`src/verilog/sensor_link_pkg.sv`:
```
package sensor_link_pkg;

    // ---------------------------------------------------------------
    // bus address and commands
    // ---------------------------------------------------------------
    localparam logic [6:0] DEV_ADDR = 7'h54;
    localparam logic [7:0] CMD_HOLD_T = 8'hE3;
    localparam logic [7:0] CMD_NOHOLD_T = 8'hF3;
    localparam logic [7:0] CMD_HOLD_HT = 8'hE5;
    localparam logic [7:0] CMD_NOHOLD_HT = 8'hF5;
    localparam logic [7:0] CMD_REG_RD = 8'hA7;
    localparam logic [7:0] CMD_REG_WR = 8'hA6;
    localparam logic [7:0] CMD_STOP_PER = 8'h30;
    localparam logic [7:0] CMD_READ_ID = 8'hD7;

    // ---------------------------------------------------------------
    // checksum
    // ---------------------------------------------------------------
    localparam logic [7:0] CRC_POLY = 8'h1D;
    localparam logic [7:0] CRC_INIT = 8'hFF;

    // ---------------------------------------------------------------
    // framing
    // ---------------------------------------------------------------
    localparam logic [3:0] BITS_PER_BYTE = 4'h8;
    localparam logic [2:0] BYTES_T = 3'h3;
    localparam logic [2:0] BYTES_HT = 3'h5;
    localparam int unsigned CLK_HZ = 40000000;

    typedef enum logic [1:0] {
        MEAS_NONE,
        MEAS_T,
        MEAS_HT
    } meas_kind_t;

    // request from the command port to the measuring core
    typedef struct packed {
        logic start;
        meas_kind_t kind;
    } meas_req_t;

    // result handed back by the measuring core
    typedef struct packed {
        logic done;
        logic [13:0] hum;
        logic [13:0] temp;
    } meas_res_t;

endpackage : sensor_link_pkg

```
`src/verilog/crc8_step.sv`:
```
`timescale 1ns/1ps
`default_nettype none

// ---------------------------------------------------------------
// one byte of the checksum, msb first, no reflection
// ---------------------------------------------------------------
module crc8_step (
    input wire logic [7:0] crc_in,
    input wire logic [7:0] data,
    output logic [7:0] crc_out
);

    logic [7:0] stage [0:8];

    assign stage[0] = crc_in ^ data;

    // one shift per data bit
    genvar i;
    generate
        for (i = 0; i < 8; i++) begin : g_bit
            assign stage[i+1] = stage[i][7] ? ({stage[i][6:0], 1'b0} ^ sensor_link_pkg::CRC_POLY)
                                            : {stage[i][6:0], 1'b0};
        end
    endgenerate

    assign crc_out = stage[8];

endmodule : crc8_step

`default_nettype wire

```
`src/verilog/sensor_i2c_port.sv`:
```
// Contract
// - slave on the two-wire bus, good at 100 kHz and 400 kHz.
// - both lines only pulled low or released, never driven high.
// - start and stop are data edges while the clock line is high.
// - sample data on rising clock; hold data stable while clock high.
// - acknowledge only address 0x54; ignore others, data line untouched.
// - address then direction bit; one reads, zero writes.
// - eight data bits then one response bit, low ack, high nack.
// - after an ack, another byte or a stop may follow.
// - 0xE3 held temperature, 0xF3 non-held temperature.
// - 0xE5 held humidity and temperature, 0xF5 non-held.
// - 0xA7 register read, 0xA6 register write, 0xD7 identity read.
// - temperature result: two bytes then checksum.
// - combined result: humidity, temperature, four bytes then checksum.
// - held command: stretch clock after read address until conversion ends.
// - non-held read: ack if done, else nack the read address.
// - crc poly 0x1D, init 0xFF, over four bytes, humidity zero if absent.
// - in periodic mode only fetch reads and stop 0x30 accepted; the code acks every command byte there and acts only on 0x30.
`timescale 1ns/1ps
`default_nettype none

module sensor_i2c_port (
    input wire logic clock,
    input wire logic sys_rst,
    input wire logic clk_en,
    input wire logic scl_i,
    output logic scl_o,
    output logic scl_oe,
    input wire logic sda_i,
    output logic sda_o,
    output logic sda_oe,
    input wire logic periodic_on,
    output sensor_link_pkg::meas_req_t meas_req,
    input wire sensor_link_pkg::meas_res_t meas_res,
    output logic reg_rd_req,
    output logic reg_wr_req,
    output logic id_rd_req,
    output logic periodic_stop
);

    typedef enum logic [2:0] {
        ST_IDLE,
        ST_ADDR,
        ST_ACK,
        ST_WRBYTE,
        ST_RDBYTE,
        ST_RDACK,
        ST_STRETCH
    } port_state_t;

    // ---------------------------------------------------------------
    // line edges and bus conditions
    // ---------------------------------------------------------------
    logic scl_q, scl_d, sda_q, sda_d;
    logic scl_rise, scl_fall, start_seen, stop_seen;

    always_comb begin
        scl_d = scl_i;
        sda_d = sda_i;
    end

    always_ff @(posedge clock or posedge sys_rst) begin
        if (sys_rst) begin
            scl_q <= 1'b1;
            sda_q <= 1'b1;
        end else if (clk_en) begin
            scl_q <= scl_d;
            sda_q <= sda_d;
        end
    end

    // conditions are data edges while the clock line stays high
    assign scl_rise = !scl_q && scl_i;
    assign scl_fall = scl_q && !scl_i;
    assign start_seen = scl_q && scl_i && sda_q && !sda_i;
    assign stop_seen = scl_q && scl_i && !sda_q && sda_i;

    // ---------------------------------------------------------------
    // protocol engine
    // ---------------------------------------------------------------
    port_state_t st_q, st_d;
    logic [3:0] bit_q, bit_d;
    logic [7:0] sh_q, sh_d;
    logic rw_q, rw_d;
    logic ack_q, ack_d;          // drive ack low in this ack slot
    logic sda_low_q, sda_low_d;  // data line pulled low
    logic hold_q, hold_d;        // pending held conversion
    logic ready_q, ready_d;      // result waiting for a read
    sensor_link_pkg::meas_kind_t kind_q, kind_d;
    logic [2:0] byte_q, byte_d;
    logic [39:0] out_q, out_d;   // result bytes, sent from the top
    sensor_link_pkg::meas_req_t req_q, req_d;
    logic rrd_q, rrd_d, rwr_q, rwr_d, idr_q, idr_d, pstop_q, pstop_d;
    logic [7:0] crc_a, crc_b, crc_c, crc_res;
    logic [7:0] hum_hi, hum_lo;
    logic [2:0] nbytes;

    // checksum over humidity (zero for temperature only) then temperature
    assign hum_hi = (kind_q == sensor_link_pkg::MEAS_HT) ? {2'b00, meas_res.hum[13:8]} : 8'h00;
    assign hum_lo = (kind_q == sensor_link_pkg::MEAS_HT) ? meas_res.hum[7:0] : 8'h00;

    crc8_step u_crc0 (.crc_in(sensor_link_pkg::CRC_INIT), .data(hum_hi), .crc_out(crc_a));
    crc8_step u_crc1 (.crc_in(crc_a), .data(hum_lo), .crc_out(crc_b));
    crc8_step u_crc2 (.crc_in(crc_b), .data({2'b00, meas_res.temp[13:8]}), .crc_out(crc_c));
    crc8_step u_crc3 (.crc_in(crc_c), .data(meas_res.temp[7:0]), .crc_out(crc_res));

    assign nbytes = (kind_q == sensor_link_pkg::MEAS_HT) ? sensor_link_pkg::BYTES_HT
                                                        : sensor_link_pkg::BYTES_T;

    always_comb begin
        st_d = st_q;
        bit_d = bit_q;
        sh_d = sh_q;
        rw_d = rw_q;
        ack_d = ack_q;
        sda_low_d = sda_low_q;
        hold_d = hold_q;
        ready_d = ready_q;
        kind_d = kind_q;
        byte_d = byte_q;
        out_d = out_q;
        req_d = '0;
        rrd_d = 1'b0;
        rwr_d = 1'b0;
        idr_d = 1'b0;
        pstop_d = 1'b0;
        // latch a finished conversion, high byte first
        if (meas_res.done && kind_q != sensor_link_pkg::MEAS_NONE) begin
            ready_d = 1'b1;
            if (kind_q == sensor_link_pkg::MEAS_HT) begin
                out_d = {2'b00, meas_res.hum, 2'b00, meas_res.temp, crc_res};
            end else begin
                out_d = {2'b00, meas_res.temp, crc_res, 16'h0000};
            end
        end
        if (start_seen) begin
            st_d = ST_ADDR;
            bit_d = '0;
            sda_low_d = 1'b0;
        end else if (stop_seen) begin
            st_d = ST_IDLE;
            sda_low_d = 1'b0;
        end else begin
            case (st_q)
                ST_IDLE: begin
                    sda_low_d = 1'b0;
                end
                ST_ADDR, ST_WRBYTE: begin
                    if (scl_rise) begin
                        sh_d = {sh_q[6:0], sda_i};
                        bit_d = bit_q + 4'h1;
                    end else if (scl_fall && bit_q == sensor_link_pkg::BITS_PER_BYTE) begin
                        bit_d = '0;
                        ack_d = 1'b0;
                        if (st_q == ST_ADDR) begin
                            rw_d = sh_q[0];
                            if (sh_q[7:1] == sensor_link_pkg::DEV_ADDR) begin
                                if (!sh_q[0]) begin
                                    ack_d = 1'b1;
                                end else if (periodic_on || ready_q || hold_q) begin
                                    ack_d = 1'b1;
                                end // else nack: no result yet
                            end
                        end else begin
                            ack_d = 1'b1;
                            if (periodic_on) begin
                                pstop_d = (sh_q == sensor_link_pkg::CMD_STOP_PER);
                            end else begin
                                case (sh_q)
                                    sensor_link_pkg::CMD_HOLD_T, sensor_link_pkg::CMD_NOHOLD_T: begin
                                        req_d.start = 1'b1;
                                        req_d.kind = sensor_link_pkg::MEAS_T;
                                        kind_d = sensor_link_pkg::MEAS_T;
                                        hold_d = (sh_q == sensor_link_pkg::CMD_HOLD_T);
                                        ready_d = 1'b0;
                                    end
                                    sensor_link_pkg::CMD_HOLD_HT, sensor_link_pkg::CMD_NOHOLD_HT: begin
                                        req_d.start = 1'b1;
                                        req_d.kind = sensor_link_pkg::MEAS_HT;
                                        kind_d = sensor_link_pkg::MEAS_HT;
                                        hold_d = (sh_q == sensor_link_pkg::CMD_HOLD_HT);
                                        ready_d = 1'b0;
                                    end
                                    sensor_link_pkg::CMD_REG_RD: rrd_d = 1'b1;
                                    sensor_link_pkg::CMD_REG_WR: rwr_d = 1'b1;
                                    sensor_link_pkg::CMD_READ_ID: idr_d = 1'b1;
                                    default: ack_d = 1'b1;
                                endcase
                            end
                        end
                        sda_low_d = ack_d;
                        st_d = ST_ACK;
                    end
                end
                ST_ACK: begin
                    if (scl_fall) begin
                        sda_low_d = 1'b0;
                        if (!ack_q) begin
                            st_d = ST_IDLE;
                        end else if (st_q == ST_ACK && rw_q) begin
                            byte_d = '0;
                            st_d = (hold_q && !ready_q) ? ST_STRETCH : ST_RDBYTE;
                            sda_low_d = !(hold_q && !ready_q) && !out_q[39];
                        end else begin
                            st_d = ST_WRBYTE;
                        end
                    end
                end
                ST_STRETCH: begin
                    // first bit settles while the clock is still held, so it never moves with scl high
                    sda_low_d = !out_q[39];
                    if (ready_q && sda_low_q == !out_q[39]) begin
                        hold_d = 1'b0;
                        st_d = ST_RDBYTE;
                    end
                end
                ST_RDBYTE: begin
                    if (scl_fall) begin
                        bit_d = bit_q + 4'h1;
                        if (bit_q == sensor_link_pkg::BITS_PER_BYTE - 4'h1) begin
                            sda_low_d = 1'b0;
                            bit_d = '0;
                            st_d = ST_RDACK;
                        end else begin
                            out_d = {out_q[38:0], 1'b0};
                            sda_low_d = !out_q[38];
                        end
                    end
                end
                ST_RDACK: begin
                    if (scl_rise) begin
                        ack_d = !sda_i;
                    end else if (scl_fall) begin
                        byte_d = byte_q + 3'h1;
                        out_d = {out_q[38:0], 1'b0};
                        if (ack_q && byte_q + 3'h1 < nbytes) begin
                            st_d = ST_RDBYTE;
                            sda_low_d = !out_q[38];
                        end else begin
                            ready_d = periodic_on;
                            st_d = ST_IDLE;
                        end
                    end
                end
                default: st_d = ST_IDLE;
            endcase
        end
    end

    always_ff @(posedge clock or posedge sys_rst) begin
        if (sys_rst) begin
            st_q <= ST_IDLE;
            bit_q <= '0;
            sh_q <= '0;
            rw_q <= 1'b0;
            ack_q <= 1'b0;
            sda_low_q <= 1'b0;
            hold_q <= 1'b0;
            ready_q <= 1'b0;
            kind_q <= sensor_link_pkg::MEAS_NONE;
            byte_q <= '0;
            out_q <= '0;
            req_q <= '0;
            rrd_q <= 1'b0;
            rwr_q <= 1'b0;
            idr_q <= 1'b0;
            pstop_q <= 1'b0;
        end else if (clk_en) begin
            st_q <= st_d;
            bit_q <= bit_d;
            sh_q <= sh_d;
            rw_q <= rw_d;
            ack_q <= ack_d;
            sda_low_q <= sda_low_d;
            hold_q <= hold_d;
            ready_q <= ready_d;
            kind_q <= kind_d;
            byte_q <= byte_d;
            out_q <= out_d;
            req_q <= req_d;
            rrd_q <= rrd_d;
            rwr_q <= rwr_d;
            idr_q <= idr_d;
            pstop_q <= pstop_d;
        end
    end

    // ---------------------------------------------------------------
    // open-drain pins: pull low or release, never drive high
    // ---------------------------------------------------------------
    assign sda_o = 1'b0;
    assign sda_oe = sda_low_q;
    assign scl_o = 1'b0;
    assign scl_oe = (st_q == ST_STRETCH);
    assign meas_req = req_q;
    assign reg_rd_req = rrd_q;
    assign reg_wr_req = rwr_q;
    assign id_rd_req = idr_q;
    assign periodic_stop = pstop_q;

endmodule : sensor_i2c_port

`default_nettype wire

```
`config.mk`:
```
export PLATFORM = sky130hd
export DESIGN_NAME = sensor_i2c_port
export DESIGN_NICKNAME = d
export VERILOG_FILES = /design/src/verilog/sensor_link_pkg.sv /design/src/verilog/crc8_step.sv /design/src/verilog/sensor_i2c_port.sv
export SDC_FILE = /design/constraint.sdc
export NUM_CORES = 1
export LEC_CHECK = 0
export BUFFER_PORTS_ARGS = -buffer_cell sky130_fd_sc_hd__buf_2
export CAP_MARGIN = 20
export CORE_MARGIN = 1
export CORE_UTILIZATION = 25
export DETAILED_ROUTE_END_ITERATION = 8
export GPL_TIMING_DRIVEN = 0
export PLACE_DENSITY = 0.51
export SYNTH_ARGS = -nofsm -noshare
export SYNTH_HDL_FRONTEND = slang
export SYNTH_SLANG_ARGS = --single-unit
export TNS_END_PERCENT = 5
```
`constraint.sdc`:
```
create_clock -name clock -period 2.73 [get_ports clock]
set_clock_uncertainty 0.2 [all_clocks]
set_input_delay 0.1365 -clock clock [delete_from_list [all_inputs] [get_ports clock]]
set_output_delay 0.1365 -clock clock [all_outputs]
set_load 0.005 [all_outputs]
```
==> results.json <==
{
  "first_pass_iters": 5,
  "startpoint_type": "flip-flop",
  "period_share_pct": 95.5,
  "core_region_area_um2": 19600,
  "outcome": "finished, final reports clean",
  "drtAntennaViolNets": 0,
  "slowest_delay_ns": 0.36,
  "die_w_um": 144,
  "power.leakage_nw": 2.69,
  "fin_tns_setup_ns": 0,
  "drc": 0,
  "rsz0062_at_grt": "true",
  "ctsHtreeMaxLevel": 3,
  "final_util_pct": 31.2,
  "path_depth": 13,
  "period_minus_slack_ns": 2.61,
  "synth_ff_type": "dfrtp_1",
  "globalRouteOverflowTotal": 0,
  "ys_seq_area_share_pct": 36.9,
  "synth_edf_count": 0,
  "cp_max_fo": 10,
  "ys_async_sr_fraction_pct": 100,
  "drtIter0Drc": 275,
  "cp-end-kind": "flip-flop",
  "holdWs_ns": 0.00807,
  "cts.sinks": 74,
  "worstHoldPathCells": 3,
  "io_buffer_count": 41,
  "clock_tree.root_cell": "clkbuf_16",
  "yosysMostFrequentCell": "dfrtp_1",
  "die_area_um2": 20700,
  "path_buf_inv": 3,
  "viasPerCell": 4.78,
  "synth_top_cell_by_area": "dfrtp_1",
  "final-seq-area_um2": 1860,
  "ir_drop_v": 0.000467,
  "layoutNonFillerInstCount": 883,
  "hold_viol": 0,
  "grt_util_all_layers_pct": 14.4,
  "area_growth_pct": 21.7,
  "grt_pass1_vias": 4077,
  "antennaDiodeCount": 0,
  "slowest_stage": "dfrtp_2",
  "tightestPinTransition_ns": 0.659,
  "num_io_pins": 46,
  "nFillCells": 2075,
  "slew_viol_final": 0,
  "final_nets": 653,
  "grt_first_pass_wirelength_um": 22500,
  "multi_input_area_um2": 3020,
  "maxCapViolations": 0,
  "max_freq_mhz": 383,
  "yosys-top-cells-area": "dfrtp_1, xnor2_1, a22o_1",
  "gp_congestion": 0.821,
  "numCtsBuffers": 9,
  "slew-limit-headroom_pct": 55.9,
  "die_h_um": 144,
  "hp-class": "input pin to flip-flop",
  "powerDensity_nw_per_um2": 814,
  "ys_seq_elements": 74,
  "ys_types": 58,
  "fp-row-count": 51,
  "critPathTopFamily": "simple AND/OR/NAND/NOR gates",
  "cts.path.max_buffers": 2,
  "synth_top_area_share_pct": 35.9,
  "syn_avg_cell_area_um2": 9.20,
  "crit_arrival_ns": 2.64,
  "cp.required_ns": 2.76,
  "setup_violations": 0,
  "synth_commonest_cells": "dfrtp_1, nand2_1, xnor2_1",
  "drive_gt1_share_pct": 19.4,
  "cts_tree": "done",
  "crit_chain": "inv_1 > nor2_4 > buf_2 > clkbuf_4 > ha_1 > nor2b_1 > o21ai_0 > nand3b_1 > nor2_1 > nor2_1 > nand2_1 > a21oi_1 > o41ai_1",
  "cpMostUsedCell": "nor2_1",
  "wire_per_inst_um": 15.8,
  "dp_hpwl_um": 10600,
  "yosysWarningCount": 0,
  "vias": 4217,
  "clk_pin_slew_worst_paths_ns": 0.06,
  "wirelength_um": 13900,
  "dp_cells": 854,
  "reg2regPathDepth": 13,
  "clk-insertion-delay-late_ns": 0.34,
  "antenna_found_initial": 0,
  "synthCells": 546,
  "criticalPathCategory": "flip-flop to flip-flop",
  "synth.cell_area_um2": 5020,
  "grt_max_degree": 64,
  "start_util_pct": 25.6
}
-- where the power goes --
| group | leakage, nW | internal, W | total, W | switching (W) |
|---|---|---|---|---|
| clock | 0.138 | 0.000736 | 0.00122 | 0.000486 |
| sequential | 0.938 | 0.00129 | 0.00144 | 0.000155 |
| combinational | 1.61 | 0.00108 | 0.00231 | 0.00123 |
| total | 2.69 | 0.00311 | 0.00498 | 0.00187 |
-- path summary, 6_finish.rpt --
check,endpoint,slack [ns],startpoint
worst max-delay path,sda_oe,0.12,kind_q[1]
min in group asynchronous,out_q[27],0.05,sys_rst
worst min register to register,out_q[0],0.29,out_q[0]
worst max register to register,sda_oe,0.12,kind_q[1]
worst min-delay path,ready_q,0.008,periodic_on
max in group asynchronous,sda_q,1.68,sys_rst
-- cells by family after synthesis --
logic type | share of synthesized area [%]
xor gates and xnor gates | 18.7
and+or+nand+nor | 15.8
buffers and inverters | 4.58
adders and majority gates | 1.25
DFF | 36.9
AOI/OAI and AO/OA | 19.5
muxes | 3.14
other | 0.0747
-- worst min-delay path, cell delays in order --
cell and delay [ns]:
buf_2 0.14, o21ai_0 0.17, a21oi_1 0.07
-- sequential cells by signal (all words and copies together), names as in the netlist, 2 cells and up --
name      flops
bit_q         4
sh_q          8
kind_q        2
byte_q        3
meas_req      3
st_q          3
out_q        40
-- metal layers --
layer | global-route usage [%] | wire, um | vias up
li1 | - | - | 2072
met1 | 20.0 | 6700 | 2036
met2 | 22.0 | 6470 | 89
met3 | 2.07 | 466 | 20
met4 | 6.16 | 293 | 0
met5 | 0 | 0 | -
-- cell type report --
| class | instances | area share, % |
|---|---|---|
| inverters | 24 | 1.51 |
| flip-flops and latches | 74 | 30.3 |
| repair buffers | 55 | 5.85 |
| multi-input cells | 418 | 49.4 |
| well taps | 265 | 5.42 |
| clock inverters | 5 | 1.00 |
| clock buffers | 11 | 3.97 |
| plain buffers | 31 | 2.48 |
-- what timing repair did --
action                                 CTS  global route
endpoints found under the hold margin   83             0
gates resized for setup                 17            13
setup buffers                            2             0
pin swaps                                4             2
hold buffers                            11             0
setup endpoints to repair               42            36
-- cell usage in the layout (no fill, tap or decap), types with 4 or more instances in the layout --
| cell type | count |
|---|---|
| a21oi_1 | 20 |
| a222oi_1 | 9 |
| a22o_1 | 33 |
| a22oi_1 | 6 |
| a31oi_1 | 6 |
| buf_2 | 42 |
| buf_4 | 4 |
| clkbuf_1 | 18 |
| clkbuf_16 | 9 |
| clkbuf_2 | 6 |
| dfrtp_1 | 71 |
| dlygate4sd3_1 | 11 |
| ha_1 | 5 |
| inv_1 | 22 |
| mux2_2 | 14 |
| nand2_1 | 62 |
| nand2b_1 | 6 |
| nand3_1 | 23 |
| nor2_1 | 38 |
| nor2b_1 | 6 |
| nor3_1 | 10 |
| o21ai_0 | 35 |
| o22ai_1 | 6 |
| xnor2_1 | 48 |
| xnor2_2 | 9 |
| xnor3_1 | 6 |
| xor2_1 | 17 |
-- through the flow --
stage | worst slack [ns] | instance area (um^2) | power (W)
finish | 0.122 | 6110 | 0.00498
global route | -0.111 | 6110 | 0.00527
CTS | -0.00527 | 6070 | 0.00498
detailed placement | -0.530 | 5590 | 0.00366
global placement | -0.563 | 5560 | 0.00367
floorplan | 0.146 | 5030 | 0.00312
Note: power is estimated with default switching activity, not from simulation.
